--- src/logic/irq_ctrl_pkg.sv ---
// constants shared by the vectored interrupt controller and its return stack
// Behaviour
// - every source event raises its own request flag
// - accept pushes next address, loads source vector
// - return pops saved address to resume program
// - accepting any interrupt clears global enable
// - blocked requests still latch their flags
// - software re-enabling global allows nested service
// - full stack blocks acknowledging any request
// - cleared global enable disables every source
// - each source has its own enable bit
// - pending requests serviced on second phase pulse
// - usb highest priority, vector 04H
// - timer0 vector 08H, timer1 vector 0CH
// - serial, converter, external share vector 14H
// - play vector 10H, record 18H lowest
// - timer overflow sets flag regardless of enable
// - timer overflow in power-down wakes device unless its flag is already set
// - servicing timer interrupt clears its flag
// - multifunction service clears only group flag
// - usb flag is bit 4 of first control
package irq_ctrl_pkg;
	// widths
	localparam int PC_W = 13;
	localparam int SP_W = 5;
	localparam int STACK_DEPTH = 16;
	localparam int NUM_SRC = 6;
	// register byte offsets
	localparam logic [3:0] OFF_FIRST = 4'h0;
	localparam logic [3:0] OFF_SECOND = 4'h4;
	localparam logic [3:0] OFF_MULTI = 4'h8;
	localparam logic [3:0] OFF_STATUS = 4'hC;
	// irq_control_first fields
	localparam int GIE_BIT = 0;
	localparam int USB_EN_BIT = 1;
	localparam int T0_EN_BIT = 2;
	localparam int T1_EN_BIT = 3;
	localparam int USB_FLAG_BIT = 4;
	localparam int T0_FLAG_BIT = 5;
	localparam int T1_FLAG_BIT = 6;
	// irq_control_second fields
	localparam int PLAY_EN_BIT = 0;
	localparam int MF_EN_BIT = 1;
	localparam int REC_EN_BIT = 2;
	localparam int PLAY_FLAG_BIT = 4;
	localparam int MF_FLAG_BIT = 5;
	localparam int REC_FLAG_BIT = 6;
	// multifunction_irq_control fields
	localparam int SER_EN_BIT = 0;
	localparam int AD_EN_BIT = 1;
	localparam int EXT_EN_BIT = 2;
	localparam int SER_FLAG_BIT = 4;
	localparam int AD_FLAG_BIT = 5;
	localparam int EXT_FLAG_BIT = 6;
	// status register fields
	localparam int SP_LSB = 0;
	localparam int FULL_BIT = 5;
	// reset values
	localparam logic [7:0] CTRL_RESET = 8'h00;
	localparam logic [SP_W-1:0] SP_RESET = 5'h00;
	localparam logic [PC_W-1:0] PC_RESET = 13'h0000;
	// source index in priority order, 0 is highest
	localparam int SRC_USB = 0;
	localparam int SRC_T0 = 1;
	localparam int SRC_T1 = 2;
	localparam int SRC_PLAY = 3;
	localparam int SRC_MF = 4;
	localparam int SRC_REC = 5;
	// fixed vector addresses
	localparam logic [PC_W-1:0] VEC_USB = 13'h0004;
	localparam logic [PC_W-1:0] VEC_T0 = 13'h0008;
	localparam logic [PC_W-1:0] VEC_T1 = 13'h000C;
	localparam logic [PC_W-1:0] VEC_PLAY = 13'h0010;
	localparam logic [PC_W-1:0] VEC_MF = 13'h0014;
	localparam logic [PC_W-1:0] VEC_REC = 13'h0018;
endpackage : irq_ctrl_pkg

--- src/logic/irq_return_stack.sv ---
// hardware return stack holding interrupted program addresses
`timescale 1ns/100ps
`default_nettype none
module irq_return_stack (
	// clock and reset
	input wire logic clk,
	input wire logic reset,
	// push side
	input wire logic push,
	input wire logic [irq_ctrl_pkg::PC_W-1:0] push_data,
	// pop side
	input wire logic pop,
	output logic [irq_ctrl_pkg::PC_W-1:0] top_data,
	// occupancy
	output logic [irq_ctrl_pkg::SP_W-1:0] sp,
	output logic full,
	output logic empty
);
	// storage for saved addresses
	logic [irq_ctrl_pkg::PC_W-1:0] mem_ff [irq_ctrl_pkg::STACK_DEPTH];
	logic [irq_ctrl_pkg::SP_W-1:0] sp_ff; // count of saved entries
	logic [irq_ctrl_pkg::SP_W-1:0] nxt_sp;
	logic [irq_ctrl_pkg::SP_W-1:0] top_idx; // index of newest entry

	// occupancy flags from the pointer
	always_comb begin
		full = (sp_ff == irq_ctrl_pkg::SP_W'(irq_ctrl_pkg::STACK_DEPTH));
		empty = (sp_ff == irq_ctrl_pkg::SP_RESET);
		top_idx = sp_ff - 5'h01;
		top_data = empty ? irq_ctrl_pkg::PC_RESET : mem_ff[top_idx[3:0]];
		sp = sp_ff;
	end

	// pointer moves up on push, down on pop; overflow and underflow ignored
	always_comb begin
		nxt_sp = sp_ff;
		if (push && !full) begin
			nxt_sp = sp_ff + 5'h01;
		end else if (pop && !empty) begin
			nxt_sp = sp_ff - 5'h01;
		end
	end

	// stack pointer register
	always_ff @(posedge clk or posedge reset) begin
		if (reset) begin
			sp_ff <= irq_ctrl_pkg::SP_RESET;
		end else begin
			sp_ff <= nxt_sp;
		end
	end

	// entry written at the free slot
	always_ff @(posedge clk) begin
		if (push && !full) begin
			mem_ff[sp_ff[3:0]] <= push_data;
		end
	end
endmodule : irq_return_stack
`default_nettype wire

--- src/logic/vectored_interrupt_controller.sv ---
// prioritised vectored interrupt controller with avalon register slave
`timescale 1ns/100ps
`default_nettype none
module vectored_interrupt_controller (
	// clock and reset
	input wire logic CLK,
	input wire logic RESET,
	// avalon-mm register slave
	input wire logic [3:0] AVS_ADDRESS,
	input wire logic AVS_READ,
	input wire logic AVS_WRITE,
	input wire logic [31:0] AVS_WRITEDATA,
	input wire logic [3:0] AVS_BYTEENABLE,
	output logic [31:0] AVS_READDATA,
	output logic AVS_WAITREQUEST,
	// processor core
	input wire logic SECOND_PHASE,
	input wire logic [irq_ctrl_pkg::PC_W-1:0] NEXT_PC,
	input wire logic RETURN_IRQ,
	output logic IRQ_TAKEN,
	output logic [irq_ctrl_pkg::PC_W-1:0] IRQ_VECTOR,
	output logic RESUME_VALID,
	output logic [irq_ctrl_pkg::PC_W-1:0] RESUME_PC,
	// request sources
	input wire logic USB_EVENT,
	input wire logic TIMER0_OVERFLOW,
	input wire logic TIMER1_OVERFLOW,
	input wire logic PLAY_EVENT,
	input wire logic RECORD_EVENT,
	input wire logic SERIAL_EVENT,
	input wire logic AD_DONE,
	input wire logic EXT_PIN,
	// power management
	input wire logic POWER_DOWN,
	output logic WAKE
);
	// bus handshake state
	logic wait_ff; // waitrequest register, high while idle
	logic [31:0] rdata_ff; // read data register
	logic bus_done; // edge at which the master sees waitrequest low
	logic wr_en; // write strobe on lane 0
	logic [7:0] wdata; // low byte of write data
	logic wr_first; // write to irq_control_first
	logic wr_second; // write to irq_control_second
	logic wr_multi; // write to multifunction_irq_control
	logic [31:0] nxt_rdata; // decoded read value

	// irq_control_first bits
	logic global_irq_enable_ff;
	logic usb_en_ff;
	logic t0_en_ff;
	logic t1_en_ff;
	logic usb_request_flag_ff;
	logic timer_zero_request_flag_ff;
	logic timer_one_request_flag_ff;
	// irq_control_second bits
	logic play_en_ff;
	logic mf_en_ff;
	logic rec_en_ff;
	logic play_flag_ff;
	logic multifunction_request_flag_ff;
	logic rec_flag_ff;
	// multifunction_irq_control bits
	logic ser_en_ff;
	logic ad_en_ff;
	logic ext_en_ff;
	logic ser_flag_ff;
	logic ad_flag_ff;
	logic ext_flag_ff;

	// external pin edge detection
	logic ext_prev_ff; // previous pin level
	logic ext_fall; // falling edge seen this cycle
	logic mf_event; // any enabled group member fired

	// arbitration
	logic [irq_ctrl_pkg::NUM_SRC-1:0] src_en; // per source enable
	logic [irq_ctrl_pkg::NUM_SRC-1:0] src_flag; // per source request
	logic [irq_ctrl_pkg::NUM_SRC-1:0] pending; // enabled and requested
	logic [irq_ctrl_pkg::NUM_SRC-1:0] grant; // one-hot winner
	logic [irq_ctrl_pkg::NUM_SRC-1:0] svc_clr; // flag cleared by service
	logic [irq_ctrl_pkg::PC_W-1:0] grant_vec; // vector of the winner
	logic accept; // interrupt accepted this cycle

	// stack signals
	logic [irq_ctrl_pkg::PC_W-1:0] stack_top;
	logic [irq_ctrl_pkg::SP_W-1:0] stack_sp;
	logic stack_full;
	logic stack_empty;

	// output registers
	logic irq_taken_ff;
	logic [irq_ctrl_pkg::PC_W-1:0] irq_vector_ff;
	logic resume_valid_ff;
	logic [irq_ctrl_pkg::PC_W-1:0] resume_pc_ff;
	logic wake_ff;

	// bus decode; writes land only at the completing edge
	always_comb begin
		bus_done = (AVS_READ || AVS_WRITE) && !wait_ff;
		wr_en = AVS_WRITE && !wait_ff && AVS_BYTEENABLE[0];
		wdata = AVS_WRITEDATA[7:0];
		wr_first = 1'b0;
		wr_second = 1'b0;
		wr_multi = 1'b0;
		if (AVS_ADDRESS == irq_ctrl_pkg::OFF_FIRST) begin
			wr_first = wr_en;
		end else if (AVS_ADDRESS == irq_ctrl_pkg::OFF_SECOND) begin
			wr_second = wr_en;
		end else if (AVS_ADDRESS == irq_ctrl_pkg::OFF_MULTI) begin
			wr_multi = wr_en;
		end
	end

	// read image of every register; unmapped addresses read zero
	always_comb begin
		nxt_rdata = 32'h00000000;
		if (AVS_ADDRESS == irq_ctrl_pkg::OFF_FIRST) begin
			nxt_rdata[irq_ctrl_pkg::GIE_BIT] = global_irq_enable_ff;
			nxt_rdata[irq_ctrl_pkg::USB_EN_BIT] = usb_en_ff;
			nxt_rdata[irq_ctrl_pkg::T0_EN_BIT] = t0_en_ff;
			nxt_rdata[irq_ctrl_pkg::T1_EN_BIT] = t1_en_ff;
			nxt_rdata[irq_ctrl_pkg::USB_FLAG_BIT] = usb_request_flag_ff;
			nxt_rdata[irq_ctrl_pkg::T0_FLAG_BIT] = timer_zero_request_flag_ff;
			nxt_rdata[irq_ctrl_pkg::T1_FLAG_BIT] = timer_one_request_flag_ff;
		end else if (AVS_ADDRESS == irq_ctrl_pkg::OFF_SECOND) begin
			nxt_rdata[irq_ctrl_pkg::PLAY_EN_BIT] = play_en_ff;
			nxt_rdata[irq_ctrl_pkg::MF_EN_BIT] = mf_en_ff;
			nxt_rdata[irq_ctrl_pkg::REC_EN_BIT] = rec_en_ff;
			nxt_rdata[irq_ctrl_pkg::PLAY_FLAG_BIT] = play_flag_ff;
			nxt_rdata[irq_ctrl_pkg::MF_FLAG_BIT] = multifunction_request_flag_ff;
			nxt_rdata[irq_ctrl_pkg::REC_FLAG_BIT] = rec_flag_ff;
		end else if (AVS_ADDRESS == irq_ctrl_pkg::OFF_MULTI) begin
			nxt_rdata[irq_ctrl_pkg::SER_EN_BIT] = ser_en_ff;
			nxt_rdata[irq_ctrl_pkg::AD_EN_BIT] = ad_en_ff;
			nxt_rdata[irq_ctrl_pkg::EXT_EN_BIT] = ext_en_ff;
			nxt_rdata[irq_ctrl_pkg::SER_FLAG_BIT] = ser_flag_ff;
			nxt_rdata[irq_ctrl_pkg::AD_FLAG_BIT] = ad_flag_ff;
			nxt_rdata[irq_ctrl_pkg::EXT_FLAG_BIT] = ext_flag_ff;
		end else if (AVS_ADDRESS == irq_ctrl_pkg::OFF_STATUS) begin
			nxt_rdata[irq_ctrl_pkg::SP_LSB +: irq_ctrl_pkg::SP_W] = stack_sp;
			nxt_rdata[irq_ctrl_pkg::FULL_BIT] = stack_full;
		end
	end

	// waitrequest drops for one cycle, one cycle after a request rises
	always_ff @(posedge CLK or posedge RESET) begin
		if (RESET) begin
			wait_ff <= 1'b1;
			rdata_ff <= 32'h00000000;
		end else if (bus_done) begin
			wait_ff <= 1'b1;
		end else if ((AVS_READ || AVS_WRITE) && wait_ff) begin
			wait_ff <= 1'b0;
			rdata_ff <= nxt_rdata;
		end
	end

	// external pin falling edge; idle level high
	always_ff @(posedge CLK or posedge RESET) begin
		if (RESET) begin
			ext_prev_ff <= 1'b1;
		end else begin
			ext_prev_ff <= EXT_PIN;
		end
	end

	// source vectors and priority pick
	always_comb begin
		ext_fall = ext_prev_ff && !EXT_PIN;
		mf_event = (SERIAL_EVENT && ser_en_ff) || (AD_DONE && ad_en_ff) || (ext_fall && ext_en_ff);
		src_en = {rec_en_ff, mf_en_ff, play_en_ff, t1_en_ff, t0_en_ff, usb_en_ff};
		src_flag = {rec_flag_ff, multifunction_request_flag_ff, play_flag_ff,
			timer_one_request_flag_ff, timer_zero_request_flag_ff, usb_request_flag_ff};
		pending = src_en & src_flag;
		grant = '0;
		// lowest index wins when several are pending
		for (int i = irq_ctrl_pkg::NUM_SRC - 1; i >= 0; i--) begin
			if (pending[i]) begin
				grant = '0;
				grant[i] = 1'b1;
			end
		end
		// accept only on the phase pulse, with global enable, room on stack
		accept = SECOND_PHASE && global_irq_enable_ff && !stack_full && !RETURN_IRQ
			&& (pending != '0);
		svc_clr = accept ? grant : '0;
	end

	// vector of the granted source
	always_comb begin
		grant_vec = irq_ctrl_pkg::VEC_REC;
		if (grant[irq_ctrl_pkg::SRC_USB]) begin
			grant_vec = irq_ctrl_pkg::VEC_USB;
		end else if (grant[irq_ctrl_pkg::SRC_T0]) begin
			grant_vec = irq_ctrl_pkg::VEC_T0;
		end else if (grant[irq_ctrl_pkg::SRC_T1]) begin
			grant_vec = irq_ctrl_pkg::VEC_T1;
		end else if (grant[irq_ctrl_pkg::SRC_PLAY]) begin
			grant_vec = irq_ctrl_pkg::VEC_PLAY;
		end else if (grant[irq_ctrl_pkg::SRC_MF]) begin
			grant_vec = irq_ctrl_pkg::VEC_MF;
		end
	end

	// global enable: hardware clears on accept, software may set again
	always_ff @(posedge CLK or posedge RESET) begin
		if (RESET) begin
			global_irq_enable_ff <= irq_ctrl_pkg::CTRL_RESET[0];
		end else if (accept) begin
			global_irq_enable_ff <= 1'b0;
		end else if (wr_first) begin
			global_irq_enable_ff <= wdata[irq_ctrl_pkg::GIE_BIT];
		end
	end

	// individual enable bits, software owned
	always_ff @(posedge CLK or posedge RESET) begin
		if (RESET) begin
			usb_en_ff <= 1'b0;
			t0_en_ff <= 1'b0;
			t1_en_ff <= 1'b0;
			play_en_ff <= 1'b0;
			mf_en_ff <= 1'b0;
			rec_en_ff <= 1'b0;
			ser_en_ff <= 1'b0;
			ad_en_ff <= 1'b0;
			ext_en_ff <= 1'b0;
		end else begin
			if (wr_first) begin
				usb_en_ff <= wdata[irq_ctrl_pkg::USB_EN_BIT];
				t0_en_ff <= wdata[irq_ctrl_pkg::T0_EN_BIT];
				t1_en_ff <= wdata[irq_ctrl_pkg::T1_EN_BIT];
			end
			if (wr_second) begin
				play_en_ff <= wdata[irq_ctrl_pkg::PLAY_EN_BIT];
				mf_en_ff <= wdata[irq_ctrl_pkg::MF_EN_BIT];
				rec_en_ff <= wdata[irq_ctrl_pkg::REC_EN_BIT];
			end
			if (wr_multi) begin
				ser_en_ff <= wdata[irq_ctrl_pkg::SER_EN_BIT];
				ad_en_ff <= wdata[irq_ctrl_pkg::AD_EN_BIT];
				ext_en_ff <= wdata[irq_ctrl_pkg::EXT_EN_BIT];
			end
		end
	end

	// request flags: event beats service clear beats software write
	always_ff @(posedge CLK or posedge RESET) begin
		if (RESET) begin
			usb_request_flag_ff <= 1'b0;
			timer_zero_request_flag_ff <= 1'b0;
			timer_one_request_flag_ff <= 1'b0;
			play_flag_ff <= 1'b0;
			multifunction_request_flag_ff <= 1'b0;
			rec_flag_ff <= 1'b0;
		end else begin
			usb_request_flag_ff <= USB_EVENT || (!svc_clr[irq_ctrl_pkg::SRC_USB]
				&& (wr_first ? wdata[irq_ctrl_pkg::USB_FLAG_BIT] : usb_request_flag_ff));
			timer_zero_request_flag_ff <= TIMER0_OVERFLOW || (!svc_clr[irq_ctrl_pkg::SRC_T0]
				&& (wr_first ? wdata[irq_ctrl_pkg::T0_FLAG_BIT]
				: timer_zero_request_flag_ff));
			timer_one_request_flag_ff <= TIMER1_OVERFLOW || (!svc_clr[irq_ctrl_pkg::SRC_T1]
				&& (wr_first ? wdata[irq_ctrl_pkg::T1_FLAG_BIT]
				: timer_one_request_flag_ff));
			play_flag_ff <= PLAY_EVENT || (!svc_clr[irq_ctrl_pkg::SRC_PLAY]
				&& (wr_second ? wdata[irq_ctrl_pkg::PLAY_FLAG_BIT] : play_flag_ff));
			multifunction_request_flag_ff <= mf_event || (!svc_clr[irq_ctrl_pkg::SRC_MF]
				&& (wr_second ? wdata[irq_ctrl_pkg::MF_FLAG_BIT]
				: multifunction_request_flag_ff));
			rec_flag_ff <= RECORD_EVENT || (!svc_clr[irq_ctrl_pkg::SRC_REC]
				&& (wr_second ? wdata[irq_ctrl_pkg::REC_FLAG_BIT] : rec_flag_ff));
		end
	end

	// group member flags stay until software clears them
	always_ff @(posedge CLK or posedge RESET) begin
		if (RESET) begin
			ser_flag_ff <= 1'b0;
			ad_flag_ff <= 1'b0;
			ext_flag_ff <= 1'b0;
		end else begin
			ser_flag_ff <= SERIAL_EVENT
				|| (wr_multi ? wdata[irq_ctrl_pkg::SER_FLAG_BIT] : ser_flag_ff);
			ad_flag_ff <= AD_DONE
				|| (wr_multi ? wdata[irq_ctrl_pkg::AD_FLAG_BIT] : ad_flag_ff);
			ext_flag_ff <= ext_fall
				|| (wr_multi ? wdata[irq_ctrl_pkg::EXT_FLAG_BIT] : ext_flag_ff);
		end
	end

	// return stack, pushed on accept and popped on return
	irq_return_stack u_stack (
		.clk(CLK),
		.reset(RESET),
		.push(accept),
		.push_data(NEXT_PC),
		.pop(RETURN_IRQ),
		.top_data(stack_top),
		.sp(stack_sp),
		.full(stack_full),
		.empty(stack_empty)
	);

	// core-facing entry outputs
	always_ff @(posedge CLK or posedge RESET) begin
		if (RESET) begin
			irq_taken_ff <= 1'b0;
			irq_vector_ff <= irq_ctrl_pkg::PC_RESET;
		end else begin
			irq_taken_ff <= accept;
			if (accept) begin
				irq_vector_ff <= grant_vec;
			end
		end
	end

	// core-facing return outputs
	always_ff @(posedge CLK or posedge RESET) begin
		if (RESET) begin
			resume_valid_ff <= 1'b0;
			resume_pc_ff <= irq_ctrl_pkg::PC_RESET;
		end else begin
			resume_valid_ff <= RETURN_IRQ && !stack_empty;
			if (RETURN_IRQ && !stack_empty) begin
				resume_pc_ff <= stack_top;
			end
		end
	end

	// wake on timer overflow in power-down, unless flag already set
	always_ff @(posedge CLK or posedge RESET) begin
		if (RESET) begin
			wake_ff <= 1'b0;
		end else begin
			wake_ff <= POWER_DOWN && ((TIMER0_OVERFLOW && !timer_zero_request_flag_ff)
				|| (TIMER1_OVERFLOW && !timer_one_request_flag_ff));
		end
	end

	// drive ports from registers
	always_comb begin
		AVS_READDATA = rdata_ff;
		AVS_WAITREQUEST = wait_ff;
		IRQ_TAKEN = irq_taken_ff;
		IRQ_VECTOR = irq_vector_ff;
		RESUME_VALID = resume_valid_ff;
		RESUME_PC = resume_pc_ff;
		WAKE = wake_ff;
	end
endmodule : vectored_interrupt_controller
`default_nettype wire

--- config.mk ---
export PLATFORM = sky130hd
export DESIGN_NAME = vectored_interrupt_controller
export DESIGN_NICKNAME = d
export VERILOG_FILES = /design/src/logic/irq_ctrl_pkg.sv /design/src/logic/irq_return_stack.sv /design/src/logic/vectored_interrupt_controller.sv
export SDC_FILE = /design/constraint.sdc
export NUM_CORES = 1
export LEC_CHECK = 0
export ABC_AREA = 1
export BUFFER_PORTS_ARGS = -buffer_cell sky130_fd_sc_hd__buf_2
export CAP_MARGIN = 10
export CORE_MARGIN = 2
export CORE_UTILIZATION = 25
export CTS_CLUSTER_DIAMETER = 80
export DETAILED_ROUTE_END_ITERATION = 8
export GPL_TIMING_DRIVEN = 1
export PLACE_DENSITY = 0.46
export REMOVE_ABC_BUFFERS = 1
export SLEW_MARGIN = 40
export SYNTH_ARGS = -nofsm -noshare
export SYNTH_HDL_FRONTEND = slang
export SYNTH_SLANG_ARGS = --single-unit
--- constraint.sdc ---
create_clock -name CLK -period 3.1 [get_ports CLK]
set_input_delay 0.31 -clock CLK [delete_from_list [all_inputs] [get_ports CLK]]
set_output_delay 0.31 -clock CLK [all_outputs]
set_load 0.1 [all_outputs]
==> flow_metrics.tcl <==
set metrics [dict create \
    wl_per_cell_microns 16.0 \
    antenna_found_initial 0 \
    gpl.final_weighted_congestion 0.770 \
    io-pin-count 130 \
    clockBufferDepth 3 \
    die_w_microns 221 \
    detailed_router_iteration_count_before_antenna_repair 7 \
    max_cap_viols 0 \
    antenna_cells 0 \
    ff2ff_path_depth 10 \
    totalPowerFinal_w 0.0132 \
    drt_first_iter_violations 461 \
    wire_length_of_the_first_global_routing_pass_microns 47300 \
    timing.hold.ws_ns 0.0309 \
    yosys-top-cells-count "sky130_fd_sc_hd__nand2_1 (410), sky130_fd_sc_hd__edfxtp_1 (208), sky130_fd_sc_hd__inv_1 (189), sky130_fd_sc_hd__nand3_1 (169), sky130_fd_sc_hd__dfrtp_1 (50)" \
    seqCellArea_sq_um 7550 \
    setup_viol 0 \
    clock_tree.htree_level_count 1 \
    cts_post_setup_buffers_inserted 0 \
    yosysUniqueCellTypes 35 \
    ir_drop_mv 0.591 \
    netlist.area_leader.share_pct 52.8 \
    dpl-instance-area_sq_um 12900 \
    hold_path.startpoint "AVS_WRITE" \
    tritoncts_sink_count 260 \
    vias_per_cell 4.13 \
    drt_drc_violations_left 9 \
    clkTransAtPathRegs_ns 0.06 \
    multiInputGateArea_sq_um 3180 \
    critPathCapture "u_stack.mem_ff[8][2]$_DFFE_PP_" \
    detailroute.via_count 8036 \
    timing_max_transition_violations_final 0 \
    first_global_vias 7742 \
    setup_slack_of_the_worst_register_to_register_path_ns 0.67 \
    post-route-cell-area_sq_um 13900 \
    synth_area_per_cell_sq_um 9.68 \
    fin_crit_sh_pct 78.5 \
    utilization_pct 29.8 \
    crit_path_max_fanout 10 \
    floorplan.die.height_microns 221 \
    overflow 0 \
    synthTopCellsByArea "sky130_fd_sc_hd__edfxtp_1 (53%), sky130_fd_sc_hd__nand2_1 (13%), sky130_fd_sc_hd__dfrtp_1 (11%)" \
    p_leak_nw 6.17 \
    end_kind "flip-flop" \
    top_ff_cell_synth "sky130_fd_sc_hd__edfxtp_1" \
    core_region_area_sq_um 46700 \
    grt_start_max_net_pins 74 \
    r2r-start "u_stack.sp[1]$_DFFE_PP0P_" \
    layout-drive-gt1-share_pct 12.8 \
    latest_clock_arrival_within_the_worst_skew_pair_ns 0.58 \
    dp_hpwl_microns 18300 \
    initial_core_util_pct 25.3 \
    synth-edff-count 208 \
    async_set_or_reset_flop_fraction_in_the_synthesized_netlist_pct 20.0 \
    yosysSeqAreaShare_pct 63.8 \
    tritoncts.num_buffers 29 \
    postRouteAntennaNets 0 \
    status "complete, but fails checks" \
    cts_tree "built" \
    rsz0062_at_grt "no" \
    cts_root_buffer "sky130_fd_sc_hd__clkbuf_16" \
    timing.critical_path.from_type "flip-flop" \
    synth.most_common_cell "sky130_fd_sc_hd__nand2_1" \
    syn-instance-count 1222 \
    hold_path_class "in2reg" \
    floorplan.die_area_sq_um 49100 \
    fin_setup_tns_ns 0 \
    grt_usage_pct 12.6 \
    failed_checks "design-rule violations" \
    worst-endpoint-required_ns 3.37 \
    final_net_count 1389 \
    ys_ff_latch 260 \
    tightest_slew_ns 0.754 \
    rows 79 \
    worstReg2RegEnd "u_stack.mem_ff[8][2]$_DFFE_PP_" \
    critPathArrivalTime_ns 2.70 \
    number_of_endpoints_with_negative_hold_slack_in_the_final_report 0 \
    syn_area_sq_um 11800 \
    achievable_clock_frequency_mhz 411 \
    timing.setup.critical_path_class "reg2reg" \
    postRouteWirelength_microns 31100 \
    pwr_density_cell_nw_per_um2 949 \
    port-buffer-count 66 \
    synth_area_leader_cell "sky130_fd_sc_hd__edfxtp_1" \
    fill_cells 4879 \
    flow.area_growth_from_synthesis_pct 17.6 \
    synth.yosys.warnings 0 \
    worst_clock_skew_ns 0.0293 \
    setup.worst_path.start "u_stack.sp[1]$_DFFE_PP0P_" \
    maxSlewHeadroom_pct 49.8 \
    final.min_clock_period_ns 2.43 \
]
## repair_timing
item,4_1_cts,5_1_grt
hold endpoints to repair,14,0
hold buffers,12,0
gates resized for setup,0,0
## cell families (layout without fill, tap and decap cells)
| family | after synthesis | after routing | synth area share, % |
|---|---|---|---|
| and+or+nand+nor | 634 | 634 | 22.4 |
| buffers and inverters | 277 | 359 | 10.5 |
| DFF | 260 | 260 | 63.8 |
| AOI/OAI and AO/OA | 39 | 39 | 1.89 |
| adders and majority gates | 5 | 5 | 0.529 |
| xor gates and xnor gates | 5 | 5 | 0.688 |
| other | 1 | 35 | 0.0317 |
| muxes | 1 | 1 | 0.0952 |
## layer usage
layer	vias up	routed length (microns)	GRT usage, %
li1	4027	-	-
met1	3824	13400	15.8
met2	145	15600	22.4
met3	40	1420	1.92
met4	0	639	3.73
met5	-	0	0
## metrics by stage
stage / std cells / worst slack [ns]
2_1_floorplan: 1171 / -2.54
3_3_place_gp: 1878 / 0.526
3_5_place_dp: 1880 / 0.540
4_1_cts: 1945 / 0.538
5_1_grt: 1945 / 0.443
6_report: 1945 / 0.666
## critical path: stages, from the launching register on
cell and delay, ns:
sky130_fd_sc_hd__dfrtp_1 0.42, sky130_fd_sc_hd__inv_1 0.14, sky130_fd_sc_hd__ha_2 0.22, sky130_fd_sc_hd__nand3_1 0.11
sky130_fd_sc_hd__nand2_1 0.10, sky130_fd_sc_hd__inv_1 0.08, sky130_fd_sc_hd__nand2_1 0.08, sky130_fd_sc_hd__inv_2 0.18
sky130_fd_sc_hd__nand2_1 0.18, sky130_fd_sc_hd__nor2_1 0.41, sky130_fd_sc_hd__buf_12 0.22
## layout by cell type, fill, tap and decap left out, types with 2 or more instances in the layout
cell type,n
sky130_fd_sc_hd__edfxtp_1,208
sky130_fd_sc_hd__o211ai_1,6
sky130_fd_sc_hd__clkbuf_1,10
sky130_fd_sc_hd__nand2_1,410
sky130_fd_sc_hd__clkbuf_16,29
sky130_fd_sc_hd__buf_2,66
sky130_fd_sc_hd__nor2_2,8
sky130_fd_sc_hd__inv_2,4
sky130_fd_sc_hd__a211o_1,2
sky130_fd_sc_hd__o21ai_1,3
sky130_fd_sc_hd__nor2_1,35
sky130_fd_sc_hd__dfrtp_1,49
sky130_fd_sc_hd__nand4_1,2
sky130_fd_sc_hd__ha_1,4
sky130_fd_sc_hd__o21ai_0,24
sky130_fd_sc_hd__nor2_4,4
sky130_fd_sc_hd__buf_12,2
sky130_fd_sc_hd__clkinv_2,6
sky130_fd_sc_hd__conb_1,35
sky130_fd_sc_hd__buf_6,2
sky130_fd_sc_hd__clkbuf_8,5
sky130_fd_sc_hd__inv_1,187
sky130_fd_sc_hd__dlygate4sd3_1,12
sky130_fd_sc_hd__buf_8,2
sky130_fd_sc_hd__nand3_2,3
sky130_fd_sc_hd__buf_4,30
sky130_fd_sc_hd__dfstp_2,2
sky130_fd_sc_hd__xor2_1,2
sky130_fd_sc_hd__nand3_1,169
sky130_fd_sc_hd__clkinv_1,2
## power by group
part	total (W)	internal [W]	switching [W]	leakage [nW]
clock	0.00332	0.00193	0.00139	0.452
sequential	0.00413	0.00399	0.000142	2.49
combinational	0.00573	0.00148	0.00426	3.23
## worst min path at each step
stage                                        to  slack (ns)  depth (start not counted)
floorplan                 ext_prev_ff$_DFF_PP1_        0.31                          0
global placement          ext_prev_ff$_DFF_PP1_        0.43                          1
detailed placement        ext_prev_ff$_DFF_PP1_        0.43                          1
CTS                 AVS_WAITREQUEST$_DFFE_PP1P_       0.001                          3
global route        AVS_WAITREQUEST$_DFFE_PP1P_        0.06                          3
finish              AVS_WAITREQUEST$_DFFE_PP1P_        0.03                          3
## flip-flops by register name (all words and copies together), names as in the netlist, 3 cells and up
signal / cells
RESUME_PC: 13
AVS_READDATA: 7
u_stack.sp: 5
IRQ_VECTOR: 3
u_stack.mem_ff: 208
## layout make-up
| type | instances | share of cell area (%) |
|---|---|---|
| Sequential cell | 260 | 54.3 |
| Clock buffer | 44 | 5.99 |
| Timing Repair Buffer | 114 | 5.53 |
| Inverter | 192 | 5.19 |
| Clock inverter | 9 | 0.594 |
| Multi-Input combinational cell | 719 | 22.9 |
| Tap cell | 607 | 5.46 |
Note: power is estimated with default switching activity, not from simulation.
